`config.mk`:
```
export PLATFORM = sky130hd
export DESIGN_NAME = pstc_core
export DESIGN_NICKNAME = d
export VERILOG_FILES = /design/src/rtl/pstc_pkg.sv /design/src/rtl/pstc_mode_if.sv /design/src/rtl/pstc_core.sv /design/src/rtl/pstc_stack_sel.sv /design/src/rtl/pstc_space_enc.sv
export SDC_FILE = /design/constraint.sdc
export NUM_CORES = 1
export LEC_CHECK = 0
export BUFFER_PORTS_ARGS = -buffer_cell sky130_fd_sc_hd__buf_2
export CORE_AREA = 2 2 64 66
export CTS_CLUSTER_DIAMETER = 60
export DETAILED_ROUTE_END_ITERATION = 12
export DIE_AREA = 0 0 66 68
export GPL_ROUTABILITY_DRIVEN = 0
export PLACE_DENSITY = 0.77
export SLEW_MARGIN = 5
export SYNTH_ARGS = -nofsm -noshare
export SYNTH_HDL_FRONTEND = slang
export SYNTH_HIERARCHICAL = 1
export SYNTH_SLANG_ARGS = --single-unit
```
`constraint.sdc`:
```
create_clock -name clock -period 2.16 [get_ports clock]
set_input_delay 0.324 -clock clock [delete_from_list [all_inputs] [get_ports clock]]
set_output_delay 0.324 -clock clock [all_outputs]
set_load 0.1 [all_outputs]
```
`src/rtl/pstc_pkg.sv`:
```
// Shared types and constants of the processor state and privilege controller.
// Assumes a single 100 MHz core clock and an asynchronous active-high reset.
package pstc_pkg;
    // Processing states
    typedef enum logic [1:0] {
        PSTC_NORMAL,
        PSTC_EXCEPTION,
        PSTC_HALTED
    } pstc_state_e;

    // Stack pointer in use for stack operations
    typedef enum logic [1:0] {
        PSTC_SP_USER,
        PSTC_SP_INTERRUPT,
        PSTC_SP_MASTER
    } pstc_stack_e;

    // Status word layout and value after reset
    localparam int          PSTC_SW_W     = 16;
    localparam int          PSTC_SW_S_BIT = 13;
    localparam int          PSTC_SW_M_BIT = 12;
    localparam logic [15:0] PSTC_SW_RESET = 16'h2000;

    // Address space codes
    localparam logic [2:0] PSTC_ASC_USER_DATA = 3'h1;
    localparam logic [2:0] PSTC_ASC_USER_PROG = 3'h2;
    localparam logic [2:0] PSTC_ASC_SUP_DATA  = 3'h5;
    localparam logic [2:0] PSTC_ASC_SUP_PROG  = 3'h6;
    localparam logic [2:0] PSTC_ASC_CPU       = 3'h7;
    localparam logic [2:0] PSTC_ASC_RESET     = 3'h0;
endpackage

```
`src/rtl/pstc_mode_if.sv`:
```
// Mode bits passed from the state controller to its helper modules.
// Assumes one producer (ctrl) and any number of readers (sink).
`timescale 1ns/1ns
`default_nettype none
interface pstc_mode_if;
    logic supervisor;
    logic master;
    logic in_exception;
    logic bus_allowed;

    modport ctrl (output supervisor, output master, output in_exception, output bus_allowed);
    modport sink (input supervisor, input master, input in_exception, input bus_allowed);
endinterface
`default_nettype wire

```
`src/rtl/pstc_core.sv`:
```
// Processor state and privilege controller: processing state, status word,
// stop condition, stack selection and address space code of bus cycles.
// Assumes the sequencer gives one-cycle event pulses synchronous to clock
// and leaves a halted core alone until the reset source acts.
`timescale 1ns/1ns
`default_nettype none
module pstc_core (
    // Clock and reset
    input  wire logic                              clock,
    input  wire logic                              sys_rst,
    // Instruction issue from the sequencer
    input  wire logic                              instr_valid,
    input  wire logic                              instr_privileged,
    input  wire logic                              instr_status_write,
    input  wire logic                              instr_stop,
    input  wire logic [pstc_pkg::PSTC_SW_W-1:0]    instr_status_value,
    output logic                                   instr_accept,
    // Exception sources
    input  wire logic                              exc_interrupt_ack,
    input  wire logic                              exc_trace,
    input  wire logic                              exc_trap,
    input  wire logic                              exc_other,
    input  wire logic                              bus_error,
    input  wire logic                              address_error,
    input  wire logic                              handler_begin,
    // Bus cycle requests
    input  wire logic                              bus_req,
    input  wire logic                              bus_program,
    input  wire logic                              bus_cpu_space,
    output logic                                   bus_start,
    output logic [2:0]                             address_space_code,
    // Processor state
    output pstc_pkg::pstc_state_e                  proc_state,
    output logic                                   stopped,
    output logic                                   supervisor,
    output logic                                   priv_violation,
    output logic [pstc_pkg::PSTC_SW_W-1:0]         status_word,
    output logic [pstc_pkg::PSTC_SW_W-1:0]         saved_status_word,
    output pstc_pkg::pstc_stack_e                  stack_select
);
    import pstc_pkg::*;

    // ************************************************************
    // Processing state and status word
    // ************************************************************

    pstc_state_e          state_q, state_d;
    logic                 stopped_q, stopped_d;
    logic [PSTC_SW_W-1:0] sw_q, sw_d;
    logic [PSTC_SW_W-1:0] saved_q, saved_d;
    logic                 viol_q, viol_d;
    logic                 exc_event;
    logic                 needs_priv;
    logic                 issue;
    logic                 violation;
    logic                 execute;

    always_comb begin
        exc_event  = exc_interrupt_ack | exc_trace | exc_trap | exc_other
                   | bus_error | address_error;
        // Status writes can move the supervisor bit, stop is supervisor-only
        needs_priv = instr_privileged | instr_status_write | instr_stop;
        // A stopped core takes no instruction until an exception wakes it
        issue      = (state_q == PSTC_NORMAL) && !stopped_q && instr_valid && !exc_event;
        // The master bit plays no part in the privilege check
        violation  = issue && needs_priv && !sw_q[PSTC_SW_S_BIT];
        execute    = issue && !violation;
    end

    always_comb begin
        state_d   = state_q;
        stopped_d = stopped_q;
        sw_d      = sw_q;
        saved_d   = saved_q;
        viol_d    = 1'b0;
        case (state_q)
            PSTC_NORMAL: begin
                if (exc_event || violation) begin
                    // Whole word saved first, then privilege raised
                    state_d             = PSTC_EXCEPTION;
                    stopped_d           = 1'b0;
                    saved_d             = sw_q;
                    sw_d[PSTC_SW_S_BIT] = 1'b1;
                    viol_d              = violation;
                    if (exc_interrupt_ack) begin
                        sw_d[PSTC_SW_M_BIT] = 1'b0;
                    end
                end else if (execute) begin
                    if (instr_status_write) begin
                        sw_d = instr_status_value;
                    end
                    if (instr_stop) begin
                        stopped_d = 1'b1;
                    end
                end
            end
            PSTC_EXCEPTION: begin
                if (bus_error || address_error) begin
                    state_d = PSTC_HALTED;
                end else if (handler_begin) begin
                    state_d = PSTC_NORMAL;
                end
            end
            PSTC_HALTED: begin
                state_d = PSTC_HALTED;
            end
            default: begin
                // An illegal encoding is treated as a fatal fault
                state_d = PSTC_HALTED;
            end
        endcase
    end

    always_ff @(posedge clock or posedge sys_rst) begin
        if (sys_rst) begin
            state_q   <= PSTC_NORMAL;
            stopped_q <= 1'b0;
            sw_q      <= PSTC_SW_RESET;
            saved_q   <= PSTC_SW_RESET;
            viol_q    <= 1'b0;
        end else begin
            state_q   <= state_d;
            stopped_q <= stopped_d;
            sw_q      <= sw_d;
            saved_q   <= saved_d;
            viol_q    <= viol_d;
        end
    end

    // ************************************************************
    // Mode bits and helpers
    // ************************************************************

    pstc_mode_if mode_bus ();

    // Exception processing always counts as supervisor, from its first cycle in the exception state
    assign mode_bus.supervisor   = sw_q[PSTC_SW_S_BIT] | (state_q == PSTC_EXCEPTION);
    assign mode_bus.master       = sw_q[PSTC_SW_M_BIT];
    assign mode_bus.in_exception = (state_q == PSTC_EXCEPTION);
    assign mode_bus.bus_allowed  = (state_q != PSTC_HALTED) && !stopped_q;

    pstc_stack_sel u_stack_sel (
        .clock        (clock),
        .sys_rst      (sys_rst),
        .mode         (mode_bus),
        .stack_select (stack_select)
    );

    pstc_space_enc u_space_enc (
        .clock              (clock),
        .sys_rst            (sys_rst),
        .mode               (mode_bus),
        .bus_req            (bus_req),
        .bus_program        (bus_program),
        .bus_cpu_space      (bus_cpu_space),
        .bus_start          (bus_start),
        .address_space_code (address_space_code)
    );

    assign instr_accept      = execute;
    assign proc_state        = state_q;
    assign stopped           = stopped_q;
    assign supervisor        = mode_bus.supervisor;
    assign priv_violation    = viol_q;
    assign status_word       = sw_q;
    assign saved_status_word = saved_q;
endmodule
`default_nettype wire

```
`src/rtl/pstc_stack_sel.sv`:
```
// Stack pointer selection from the privilege and stack mode bits.
// Assumes the mode bits come straight from registers in the controller.
`timescale 1ns/1ns
`default_nettype none
module pstc_stack_sel (
    // Clock and reset, used by checks only
    input  wire logic                  clock,
    input  wire logic                  sys_rst,
    // Mode bits
    pstc_mode_if.sink                  mode,
    // Selected stack
    output pstc_pkg::pstc_stack_e      stack_select
);
    import pstc_pkg::*;

    always_comb begin
        if (!mode.supervisor) begin
            stack_select = PSTC_SP_USER;
        end else if (mode.master) begin
            stack_select = PSTC_SP_MASTER;
        end else begin
            stack_select = PSTC_SP_INTERRUPT;
        end
    end
endmodule
`default_nettype wire

```
`src/rtl/pstc_space_enc.sv`:
```
// Bus cycle launch and address space code, registered one cycle after request.
// Assumes the sequencer holds no request while the controller forbids bus cycles.
`timescale 1ns/1ns
`default_nettype none
module pstc_space_enc (
    // Clock and reset
    input  wire logic       clock,
    input  wire logic       sys_rst,
    // Mode bits
    pstc_mode_if.sink       mode,
    // Bus cycle request
    input  wire logic       bus_req,
    input  wire logic       bus_program,
    input  wire logic       bus_cpu_space,
    // Bus cycle launch
    output logic            bus_start,
    output logic [2:0]      address_space_code
);
    import pstc_pkg::*;

    logic       start_q, start_d;
    logic [2:0] asc_q, asc_d;
    logic       sup;

    always_comb begin
        sup     = mode.supervisor | mode.in_exception;
        start_d = bus_req & mode.bus_allowed;
        asc_d   = asc_q;
        if (start_d) begin
            if (bus_cpu_space) begin
                asc_d = PSTC_ASC_CPU;
            end else if (sup) begin
                asc_d = bus_program ? PSTC_ASC_SUP_PROG : PSTC_ASC_SUP_DATA;
            end else begin
                asc_d = bus_program ? PSTC_ASC_USER_PROG : PSTC_ASC_USER_DATA;
            end
        end
    end

    always_ff @(posedge clock or posedge sys_rst) begin
        if (sys_rst) begin
            start_q <= 1'b0;
            asc_q   <= PSTC_ASC_RESET;
        end else begin
            start_q <= start_d;
            asc_q   <= asc_d;
        end
    end

    assign bus_start          = start_q;
    assign address_space_code = asc_q;
endmodule
`default_nettype wire

```
==> flow_summary.toml <==
[synth]
synthXorXnorAreaFrac = 0
seq_area_frac_synth = 0.589
postSynthCellCount = 115
synthMuxAreaShare = 0.218
synthAdderAreaFrac = 0
synth_seq_cells = 40
ys.warnings.count = 6
syn-num-nets = 147
yosys.area_share.simple = 0.0904
synth_compound_area_frac = 0.0639
netlist-cell-type-count = 32
syn_area_per_cell_um2 = 14.8
syn_area_um2 = 1700
synth_top_family_by_area = "multiplexers"

[clock_tree]
numCtsBuffers = 5
htree_levels = 2
clk_pin_slew_ns = 0.07
cts_root_buf = "clkbuf_8"
cts_tree = "yes"
clk_latency_ns = 0.29
post_cts_buffers = 0
cts.repair.resized = 0
cts_sinks = 40
cts_hold_buf = 1
clock_path_buffers = 2

[timing]
period_share = 0.916
fin_skew_ns = 0.00359
rsz0062_at_grt = "no"
worstMarginPinSlew_ns = 0.496
fin_hold_ws_ns = 0.222
maxSlewViolCount = 0
hold_violations = 0
timing.final.ws_setup_ns = 0.180
setup_viol = 0
fin_tns_setup_ns = 0
min_period_ns = 1.98
fmax_mhz = 505
relSlewSlack = 0.671

[drt]
dr.pass1.iters = 4
drc_errors = 0
ant_nets = 0
drt-initial-drc-count = 41
vias_per_cell = 4.76
routed_wl_um = 3440
wl_per_cell_um = 13.8
dr_total_vias = 1191

[setup_path]
crit_fanout = 6
start_kind = "register"
crit_path_end_kind = "primary output"
critical_path_arrival_ns = 1.66
crit_required_ns = 1.84
path_class = "register to primary output"

[grt]
track_usage = 0.161
grt_start_max_net_pins = 37
first_global_vias = 1154
overflow = 0
grt_pass1_wl_um = 5240
antenna_found_initial = 0

[placement]
pre_cts_ws_ns = 0.221
numPortBuffers = 75
placed_cell_area_um2 = 2190
detailed_place_hpwl_um = 2620

[cells_and_area]
num_antenna_cells = 0
drive_gt1_frac = 0.655
fin_area_um2 = 2280
seqCellArea_um2 = 1020
syn_to_final_growth_pct = 33.7
fillers = 348
nNetsFinal = 232
multi_input_area_um2 = 657

[pwr]
p_leak_nw = 1.27
p_per_area_nw_per_um2 = 892
ir_drop_mv = 0.457
p_total_w = 0.00203

[die]
dieWidth_um = 66
start_util = 0.442
ios = 76
die_area_um2 = 4490
num_rows = 23
die_h_um = 68
coreArea_um2 = 3860

[run_status]
status = "completed"

[hold_path]
hp-class = "primary input to register"

[run]
maxCapViolations = 0
[power by group]
part           internal, W  total (W)  switching [W]
sequential        0.000822   0.000860      0.0000383
clock             0.000222   0.000456       0.000234
combinational     0.000143   0.000715       0.000573
[worst paths after layout]
kind	start	to	slack, ns	cells after the start
min	handler_begin	proc_state[0]	0.22	2
min in group asynchronous	sys_rst	u_space_enc/bus_start	0.48	3
max in group asynchronous	sys_rst	stopped	1.12	4
min reg2reg	saved_status_word[11]	saved_status_word[11]	0.50	1
max	proc_state[1]	stack_select[0]	0.18	4
max reg2reg	stopped	status_word[9]	0.38	4
[synth_stat cells (all sizes together)]
master / instances / area (um^2)
inv: 6 / 22.5
and2: 2 / 16.3
mux2: 30 / 372
nand2b: 3 / 26.3
dfrtp: 38 / 951
or2: 2 / 12.5
nor4: 2 / 27.5
a32o: 1 / 10.0
buf: 3 / 42.5
o21a: 1 / 7.51
nand3: 1 / 5.00
a21oi: 6 / 30.0
dfstp: 2 / 52.6
nor3: 2 / 10.0
a2bb2oi: 1 / 8.76
nand2: 3 / 11.3
a31oi: 1 / 21.3
and2b: 1 / 8.76
a21o: 1 / 7.51
or3: 2 / 12.5
nor4b: 1 / 8.76
o21ai: 1 / 8.76
nor3b: 1 / 7.51
a21boi: 1 / 7.51
nor2: 2 / 7.51
o31ai: 1 / 7.51
[logic make-up (layout without fill, tap and decap cells)]
group	after synthesis	after routing
flops	40	40
buf+inv	9	94
compound gates	14	14
mux	30	30
simple gates	22	22
[sequential cells by signal (all words and copies together), names as in the netlist]
signal                          flops
stopped                             1
u_space_enc/bus_start               1
u_space_enc/address_space_code      3
saved_status_word                  16
priv_violation                      1
status_word                        16
proc_state                          2
[cell type report]
class,count,area share
timing repair buffer,81,0.192
clock buffer,7,0.0335
sequential,40,0.447
inverter,6,0.0110
tap,50,0.0275
multi-input combinational,66,0.288
[cell usage in the layout (no fill, tap or decap), drive strengths merged, types with 3 or more instances in the layout]
cell type,instances
clkbuf,7
inv,6
dfrtp,38
a21oi,6
nand2,3
mux2,30
nand2b,3
buf,80
[worst max-delay path: stages, from the launching register on]
cell      delay [ns]
dfrtp_4         0.50
nand2b_1        0.19
nand2_2         0.11
and2b_4         0.14
buf_2           0.41
[layer usage]
metal  global-route usage  share of wire  up-vias
li1                     -              -      570
met1                0.197           0.42      556
met2                0.264           0.47       62
met3               0.0641          0.098        3
met4               0.0536          0.010        0
met5                    0              0        -
[stage by stage]
step           cells   util
5_1_grt          250  0.591
4_1_cts          250  0.591
3_5_place_dp     242  0.568
6_report         250  0.591
3_3_place_gp     242  0.568
2_1_floorplan    115      -
No activity file was read; power rests on OpenSTA's default activity.
